## src/inc/ams_defs.svh

```systemverilog
// Constants of the mux channel sequencer register block
// Assumes inclusion by the package and the design file
`ifndef AMS_DEFS_SVH
`define AMS_DEFS_SVH
// Register indices, byte address is four times the index
`define AMS_IDX_MODE 8'h1c
`define AMS_IDX_CHAN 8'h1d
`define AMS_IDX_GO 8'h1e
`define AMS_IDX_HALT 8'h1f
`define AMS_IDX_INLINE 8'h2a
`define AMS_IDX_STATUS 8'h40
`define AMS_IDX_MASK 8'h80
`define AMS_IDX_LOOP 8'h82
// Field positions
`define AMS_CH_MSB 2
`define AMS_MODE_MSB 1
`define AMS_STROBE_BIT 0
`define AMS_STAT_RUN_BIT 3
// Reset values
`define AMS_RST_CH 3'h0
`define AMS_RST_MASK 8'h00
`define AMS_RST_BIT 1'b0
// Bus widths and answers
`define AMS_AW 10
`define AMS_RESP_OKAY 2'h0
`define AMS_RESP_SLVERR 2'h2
`define AMS_ALIGN 2'h0
`endif

```

## src/inc/ams_pkg.sv

```systemverilog
// Types of the mux channel sequencer register block
// Assumes ams_defs.svh on the include path
`include "ams_defs.svh"
package ams_pkg;
   typedef enum logic [1:0] {
      AMS_MANUAL = 2'b00,
      AMS_INLINE = 2'b01,
      AMS_AUTO = 2'b10,
      AMS_CUSTOM = 2'b11
   } ams_mode_t;

   typedef struct packed {
      logic awvalid;
      logic [`AMS_AW-1:0] awaddr;
      logic wvalid;
      logic [31:0] wdata;
      logic [3:0] wstrb;
      logic bready;
      logic arvalid;
      logic [`AMS_AW-1:0] araddr;
      logic rready;
   } ams_axi_req_t;

   typedef struct packed {
      logic awready;
      logic wready;
      logic bvalid;
      logic [1:0] bresp;
      logic arready;
      logic rvalid;
      logic [31:0] rdata;
      logic [1:0] rresp;
   } ams_axi_rsp_t;

   typedef struct packed {
      logic aw_got;
      logic [`AMS_AW-1:0] awaddr;
      logic w_got;
      logic [7:0] wdata;
      logic wlane0;
      logic bvalid;
      logic [1:0] bresp;
      logic rvalid;
      logic [31:0] rdata;
      logic [1:0] rresp;
      ams_mode_t mode;
      logic [2:0] chan_sel;
      logic inline_en;
      logic [7:0] mask;
      logic loop_en;
      logic running;
      logic [2:0] cur_ch;
   } ams_state_t;
endpackage

```

## src/rtl/ams_seq_regs.sv

```systemverilog
// Register block and channel sequencer of an eight-input mux
// Assumes an AXI4-Lite master on i_clk and a conversion datapath
// on the same clock that pulses i_conv_done and i_inline_valid
//
// Overview of operation
// - Manual code n routes analog input n
// - Channel write mid-sequence cancels, forces manual mode
// - Go bit one starts auto or custom scan
// - Go bit zero does nothing, never stops
// - Go ignored in manual or inline mode
// - Halt bit one stops scan, zero nothing
// - Halt ignored in manual or inline mode
// - Inline enabled: low three bits of the five-bit SDI code pick channel
// - Mask bit n includes input n in auto scan
// - Channel register upper five bits read zero
// - All control registers reset to zero
// - Mode codes: manual, inline, auto, custom
// - Auto scan ends or loops per loop bit
`include "ams_defs.svh"
module ams_seq_regs (
   input wire logic i_clk,
   input wire logic i_rst,
   input wire ams_pkg::ams_axi_req_t i_axi,
   output ams_pkg::ams_axi_rsp_t o_axi,
   input wire logic i_conv_done,
   input wire logic i_inline_valid,
   input wire logic [4:0] i_inline_code,
   input wire logic [2:0] i_custom_chan,
   output logic [2:0] o_channel,
   output logic o_seq_running,
   output logic o_inline_en,
   output logic [1:0] o_mode
);
   import ams_pkg::*;

   ams_state_t s_q;
   ams_state_t s_d;

   // ----------------------------------------
   // Next enabled input in the auto scan
   // ----------------------------------------
   function automatic logic [3:0] next_ch(
      input logic [7:0] m,
      input logic [2:0] c,
      input logic first,
      input logic wrap
   );
      logic found;
      logic [2:0] r;
      found = 1'b0;
      r = `AMS_RST_CH;
      for (int j = 7; j >= 0; j--) begin
         if (m[j] && (first || (j > int'(c)))) begin
            r = 3'(j);
            found = 1'b1;
         end
      end
      if (!found && wrap) begin
         for (int j = 7; j >= 0; j--) begin
            if (m[j]) begin
               r = 3'(j);
               found = 1'b1;
            end
         end
      end
      return {found, r};
   endfunction

   // ----------------------------------------
   // Combinational next state
   // ----------------------------------------
   logic [7:0] wr_idx;
   logic [7:0] rd_idx;
   logic do_wr;
   logic wr_ok;
   logic rd_ok;
   logic sequencing_mode_field;
   logic [3:0] nxt;
   logic [3:0] fst;
   logic [7:0] rd_byte;

   always_comb begin
      s_d = s_q;
      wr_idx = s_q.awaddr[`AMS_AW-1:2];
      rd_idx = i_axi.araddr[`AMS_AW-1:2];
      sequencing_mode_field = s_q.mode[`AMS_MODE_MSB];
      nxt = next_ch(s_q.mask, s_q.cur_ch, 1'b0, s_q.loop_en);
      fst = next_ch(s_q.mask, s_q.cur_ch, 1'b1, 1'b0);
      do_wr = s_q.aw_got && s_q.w_got && !s_q.bvalid;
      wr_ok = 1'b0;
      rd_ok = 1'b1;
      rd_byte = `AMS_RST_MASK;

      // Write address and data taken in either order
      if (i_axi.awvalid && !s_q.aw_got && !s_q.bvalid) begin
         s_d.aw_got = 1'b1;
         s_d.awaddr = i_axi.awaddr;
      end
      if (i_axi.wvalid && !s_q.w_got && !s_q.bvalid) begin
         s_d.w_got = 1'b1;
         s_d.wdata = i_axi.wdata[7:0];
         s_d.wlane0 = i_axi.wstrb[0];
      end

      // Sequencer progress: auto on each finished conversion, custom every cycle
      if (s_q.running && i_conv_done) begin
         if (s_q.mode == AMS_AUTO) begin
            if (nxt[3]) begin
               s_d.cur_ch = nxt[2:0];
            end else begin
               s_d.running = 1'b0;
            end
         end
      end
      if (s_q.running && s_q.mode == AMS_CUSTOM) begin
         s_d.cur_ch = i_custom_chan;
      end

      // Inline selection from the first SDI bits
      if (s_q.inline_en && i_inline_valid && !s_q.running) begin
         s_d.cur_ch = i_inline_code[`AMS_CH_MSB:0];
      end

      // Register write, answered two cycles after both halves are accepted
      if (do_wr) begin
         s_d.aw_got = 1'b0;
         s_d.w_got = 1'b0;
         s_d.bvalid = 1'b1;
         wr_ok = s_q.awaddr[1:0] == `AMS_ALIGN;
         if (wr_ok) begin
            unique case (wr_idx)
               `AMS_IDX_MODE: begin
                  if (s_q.wlane0) begin
                     s_d.mode = ams_mode_t'(s_q.wdata[`AMS_MODE_MSB:0]);
                     s_d.running = 1'b0;
                  end
               end
               `AMS_IDX_CHAN: begin
                  if (s_q.wlane0) begin
                     s_d.chan_sel = s_q.wdata[`AMS_CH_MSB:0];
                     s_d.cur_ch = s_q.wdata[`AMS_CH_MSB:0];
                     if (s_q.running) begin
                        s_d.running = 1'b0;
                        s_d.mode = AMS_MANUAL;
                     end
                  end
               end
               `AMS_IDX_GO: begin
                  // Zero leaves a running scan alone
                  if (s_q.wlane0 && s_q.wdata[`AMS_STROBE_BIT] && sequencing_mode_field) begin
                     if (s_q.mode == AMS_CUSTOM) begin
                        s_d.running = 1'b1;
                        s_d.cur_ch = i_custom_chan;
                     end else if (fst[3]) begin
                        s_d.running = 1'b1;
                        s_d.cur_ch = fst[2:0];
                     end
                  end
               end
               `AMS_IDX_HALT: begin
                  if (s_q.wlane0 && s_q.wdata[`AMS_STROBE_BIT] && sequencing_mode_field) begin
                     s_d.running = 1'b0;
                  end
               end
               `AMS_IDX_INLINE: begin
                  if (s_q.wlane0) begin
                     s_d.inline_en = s_q.wdata[`AMS_STROBE_BIT];
                  end
               end
               `AMS_IDX_MASK: begin
                  if (s_q.wlane0) begin
                     s_d.mask = s_q.wdata;
                  end
               end
               `AMS_IDX_LOOP: begin
                  if (s_q.wlane0) begin
                     s_d.loop_en = s_q.wdata[`AMS_STROBE_BIT];
                  end
               end
               `AMS_IDX_STATUS: begin
               end
               default: begin
                  wr_ok = 1'b0;
               end
            endcase
         end
         s_d.bresp = wr_ok ? `AMS_RESP_OKAY : `AMS_RESP_SLVERR;
      end
      if (s_q.bvalid && i_axi.bready) begin
         s_d.bvalid = 1'b0;
      end

      // Register read, answered the cycle after the address
      unique case (rd_idx)
         `AMS_IDX_MODE: rd_byte = {6'h00, s_q.mode};
         `AMS_IDX_CHAN: rd_byte = {5'h00, s_q.chan_sel};
         `AMS_IDX_GO: rd_byte = `AMS_RST_MASK;
         `AMS_IDX_HALT: rd_byte = `AMS_RST_MASK;
         `AMS_IDX_INLINE: rd_byte = {7'h00, s_q.inline_en};
         `AMS_IDX_MASK: rd_byte = s_q.mask;
         `AMS_IDX_LOOP: rd_byte = {7'h00, s_q.loop_en};
         `AMS_IDX_STATUS: rd_byte = {4'h0, s_q.running, s_q.cur_ch};
         default: rd_ok = 1'b0;
      endcase
      if (i_axi.araddr[1:0] != `AMS_ALIGN) begin
         rd_ok = 1'b0;
      end
      if (i_axi.arvalid && !s_q.rvalid) begin
         s_d.rvalid = 1'b1;
         s_d.rdata = {24'h00_0000, rd_ok ? rd_byte : `AMS_RST_MASK};
         s_d.rresp = rd_ok ? `AMS_RESP_OKAY : `AMS_RESP_SLVERR;
      end else if (s_q.rvalid && i_axi.rready) begin
         s_d.rvalid = 1'b0;
      end
   end

   // ----------------------------------------
   // State register
   // ----------------------------------------
   always_ff @(posedge i_clk) begin
      if (i_rst) begin
         s_q.aw_got <= 1'b0;
         s_q.awaddr <= '0;
         s_q.w_got <= 1'b0;
         s_q.wdata <= `AMS_RST_MASK;
         s_q.wlane0 <= 1'b0;
         s_q.bvalid <= 1'b0;
         s_q.bresp <= `AMS_RESP_OKAY;
         s_q.rvalid <= 1'b0;
         s_q.rdata <= '0;
         s_q.rresp <= `AMS_RESP_OKAY;
         s_q.mode <= AMS_MANUAL;
         s_q.chan_sel <= `AMS_RST_CH;
         s_q.inline_en <= `AMS_RST_BIT;
         s_q.mask <= `AMS_RST_MASK;
         s_q.loop_en <= `AMS_RST_BIT;
         s_q.running <= 1'b0;
         s_q.cur_ch <= `AMS_RST_CH;
      end else begin
         s_q <= s_d;
      end
   end

   // ----------------------------------------
   // Outputs
   // ----------------------------------------
   always_comb begin
      o_axi.awready = !s_q.aw_got && !s_q.bvalid;
      o_axi.wready = !s_q.w_got && !s_q.bvalid;
      o_axi.bvalid = s_q.bvalid;
      o_axi.bresp = s_q.bresp;
      o_axi.arready = !s_q.rvalid;
      o_axi.rvalid = s_q.rvalid;
      o_axi.rdata = s_q.rdata;
      o_axi.rresp = s_q.rresp;
   end

   assign o_channel = s_q.cur_ch;
   assign o_seq_running = s_q.running;
   assign o_inline_en = s_q.inline_en;
   assign o_mode = s_q.mode;
endmodule

```

## config.mk

```make
export PLATFORM = sky130hd
export DESIGN_NAME = ams_seq_regs
export DESIGN_NICKNAME = d
export VERILOG_FILES = /design/src/inc/ams_pkg.sv /design/src/rtl/ams_seq_regs.sv
export VERILOG_INCLUDE_DIRS = /design/src /design/src/inc
export SDC_FILE = /design/constraint.sdc
export NUM_CORES = 1
export LEC_CHECK = 0
export BUFFER_PORTS_ARGS = -buffer_cell sky130_fd_sc_hd__buf_2
export CORE_UTILIZATION = 50
export DETAILED_ROUTE_END_ITERATION = 8
export PLACE_DENSITY = 0.81
export SYNTH_ARGS = -nofsm -noshare
export SYNTH_HDL_FRONTEND = slang
export SYNTH_SLANG_ARGS = --single-unit
export TNS_END_PERCENT = 20
```

## constraint.sdc

```tcl
create_clock -name i_clk -period 2 [get_ports i_clk]
set_clock_uncertainty 0.1 [all_clocks]
set_input_delay 0.2 -clock i_clk [delete_from_list [all_inputs] [get_ports i_clk]]
set_output_delay 0.2 -clock i_clk [all_outputs]
set_load 0.01 [all_outputs]
```

==> run_results.csv <==
group,metric,value,unit
run_status,status,"completed",
logic_synthesis,yosys_register_bits,52,
cts,cts_sinks,52,
final_layout,multi_input_area,1820,µm²
grt,grt_pass1_vias,2641,
timing,setup_ws,135,ps
logic_synthesis,async_flop_share,0,
floorplan,row_count,28,
route,drc,0,
final_layout,post-route-cell-area,3590,µm²
final_layout,seqCellArea,1050,µm²
floorplan,initial_core_util,0.527,
power,vdd_drop_max,0.488,mV
timing,slew_viol_final,0,
route,drt-met1-wl,3220,µm
critical_path,critPathTopFamily,"compound AO/OA/AOI/OAI gates",
logic_synthesis,synth-warning-count,0,
critical_path,reg2reg_from,"s_q[72]",
floorplan,die_x,81.7,µm
logic_synthesis,synth_area,3170,µm²
timing,setup_tns,0,ps
cts,root_buffer,"clkbuf_8",
floorplan,die_area,6670,µm²
hold_path,min_from,"i_axi[50]",
route,routed_via_density,5.49,
grt,overflow,0,
place,place_area,3410,µm²
route,drt-initial-drc-count,208,
logic_synthesis,avgSynthCellArea,7.74,µm²
power,power.density,589,nW/µm²
timing,hold_slack,8.66,ps
critical_path,cp.required,2150,ps
cts,clk_path_buf_depth,2,
route,detail-route-antenna-nets,0,
logic_synthesis,synth.yosys.seq_area_share,0.328,
critical_path,cp_num_buf_inv,0,
place,dp_slack,54.0,ps
route,wl_per_cell,13.8,µm
cts,tritoncts,"built",
cts,cts-buffers-inserted,5,
place,place_inst,531,
critical_path,critPathKind,"register to register",
route,firstDrtPassIters,4,
hold_path,hold_path.class,"primary input to register",
critical_path,worstSetupStartpoint,"s_q[72]",
timing,timing.fmax,536,MHz
place,gp_congestion,0.965,
critical_path,cp_data_arrival_time,2020,ps
final_layout,finalNetCount,537,
final_layout,area_delta_synth_final,13.1,%
route,wl,7470,µm
timing,final.period_utilization,0.933,
logic_synthesis,ys.flop_type,"dfxtp_1",
final_layout,n_fill_cell,559,
route,via_count,2966,
place,io_buffers,65,
grt,antenna_found_initial,0,
critical_path,path_max_fanout,3,
final_layout,final_common_cell,"buf_2",
timing,min_period,1870,ps
logic_synthesis,synthDistinctLibCells,64,
place,hpwl,5710,µm
floorplan,chipHeight,81.7,µm
critical_path,critPathCaptureType,"register",
cts,clk_pin_slew,100,ps
logic_synthesis,synth_edf_count,0,
cts,post_cts_buffers,0,
critical_path,startpoint_type,"register",
critical_path,slowest_delay,410,ps
cts,clk_latency,320,ps
grt,grt_usage,0.230,
critical_path,crit_chain,"nor3b_2, and4_1, nand2_2, o41ai_2, a21bo_1, o21ai_1",
floorplan,pin_count,121,
power,p_total,2.11,mW
power,p_leak,1.56,nW
cts,htree_levels,2,
final_layout,num_antenna_cells,0,
timing,setup_violations,0,
floorplan,core,6030,µm²
grt,grt_max_degree,26,
route,highest_layer,"met4",
timing,final-hold-violation-count,0,
final_layout,mostFrequentLayoutCells,"buf_2, nand2_1, dfxtp_1",
final_layout,instances_no_fill,540,
route,wl_met2,3640,µm
route,wl_met3,472,µm
grt,grt_pass1_wl,11700,µm
final_layout,postLayoutCoreUtil,0.596,
final_layout,drive_above_1_share,0.243,
logic_synthesis,postSynthCellCount,410,
critical_path,cp_slowest_cell,"dfxtp_1",
job,maxCapViolations,0,
## kinds of logic (layout without fill, tap and decap cells)
| logic type | Yosys count | in the layout | share of synthesized area |
|---|---|---|---|
| compound gates | 105 | 105 | 0.221 |
| buf+inv | 74 | 104 | 0.142 |
| flops | 52 | 52 | 0.328 |
| mux | 17 | 17 | 0.0540 |
| other cells | 1 | 26 | 0.00118 |
| simple gates | 161 | 161 | 0.254 |
## sequential cells by signal, summed over array words and instances, names as in the netlist
| register | count |
|---|---|
| o_axi | 12 |
| o_channel | 3 |
| o_inline_en | 1 |
| o_mode | 2 |
| o_seq_running | 1 |
| s_q | 33 |
## report_power, final
part | internal [mW] | leakage (nW) | switching [mW] | total (mW)
Sequential | 1.07 | 0.426 | 0.0376 | 1.11
Clock | 0.378 | 0.0558 | 0.361 | 0.739
Combinational | 0.108 | 1.08 | 0.158 | 0.266
Total | 1.56 | 1.56 | 0.557 | 2.11
## synth_stat cells, types with 6 or more instances
cell,number,area [µm²]
nor3_1,10,50.1
inv_1,12,45.0
buf_4,45,338
nor2_1,39,146
dfxtp_1,52,1040
nand3_1,8,40.0
clkbuf_1,11,41.3
o21ai_1,7,35.0
o21ai_0,8,40.0
a22oi_1,7,52.6
mux2i_1,16,160
nor2b_1,8,50.1
nand2_1,56,210
nand2b_1,6,37.5
a21oi_1,35,175
## metal layers
metal,vias up,GRT usage
li1,1488,-
met1,1355,0.275
met2,109,0.405
met3,14,0.0400
met4,0,0.0947
met5,-,0
## worst reg2reg max path: stages (launching register included)
cell and delay [ps]:
dfxtp_1 410, nor3b_2 240, and4_1 260, nand2_2 80, o41ai_2 360, a21bo_1 240, o21ai_1 100
## final cells by class
cell class | instances | share of cell area
multi-input cells | 309 | 0.508
flip-flops and latches | 52 | 0.292
repair buffers | 83 | 0.129
well taps | 75 | 0.0261
clock buffers | 6 | 0.0202
inverters | 13 | 0.0136
clock inverters | 2 | 0.0108
## path summary, 6_finish.rpt
| check | end | slack, ps | cells after the start |
|---|---|---|---|
| worst max-delay path | o_channel[0] | 130 | 6 |
| worst min-delay path | s_q[67] | 9 | 3 |
| worst max register to register | o_channel[0] | 130 | 6 |
| worst min register to register | s_q[63] | 360 | 2 |
## repair_timing
action / CTS / global route
endpoints found under the setup margin: 0 / 11
hold endpoints to repair: 1 / 0
resized for setup: 0 / 15
hold buffers: 1 / 0
No activity file was read; power rests on OpenSTA's default activity.
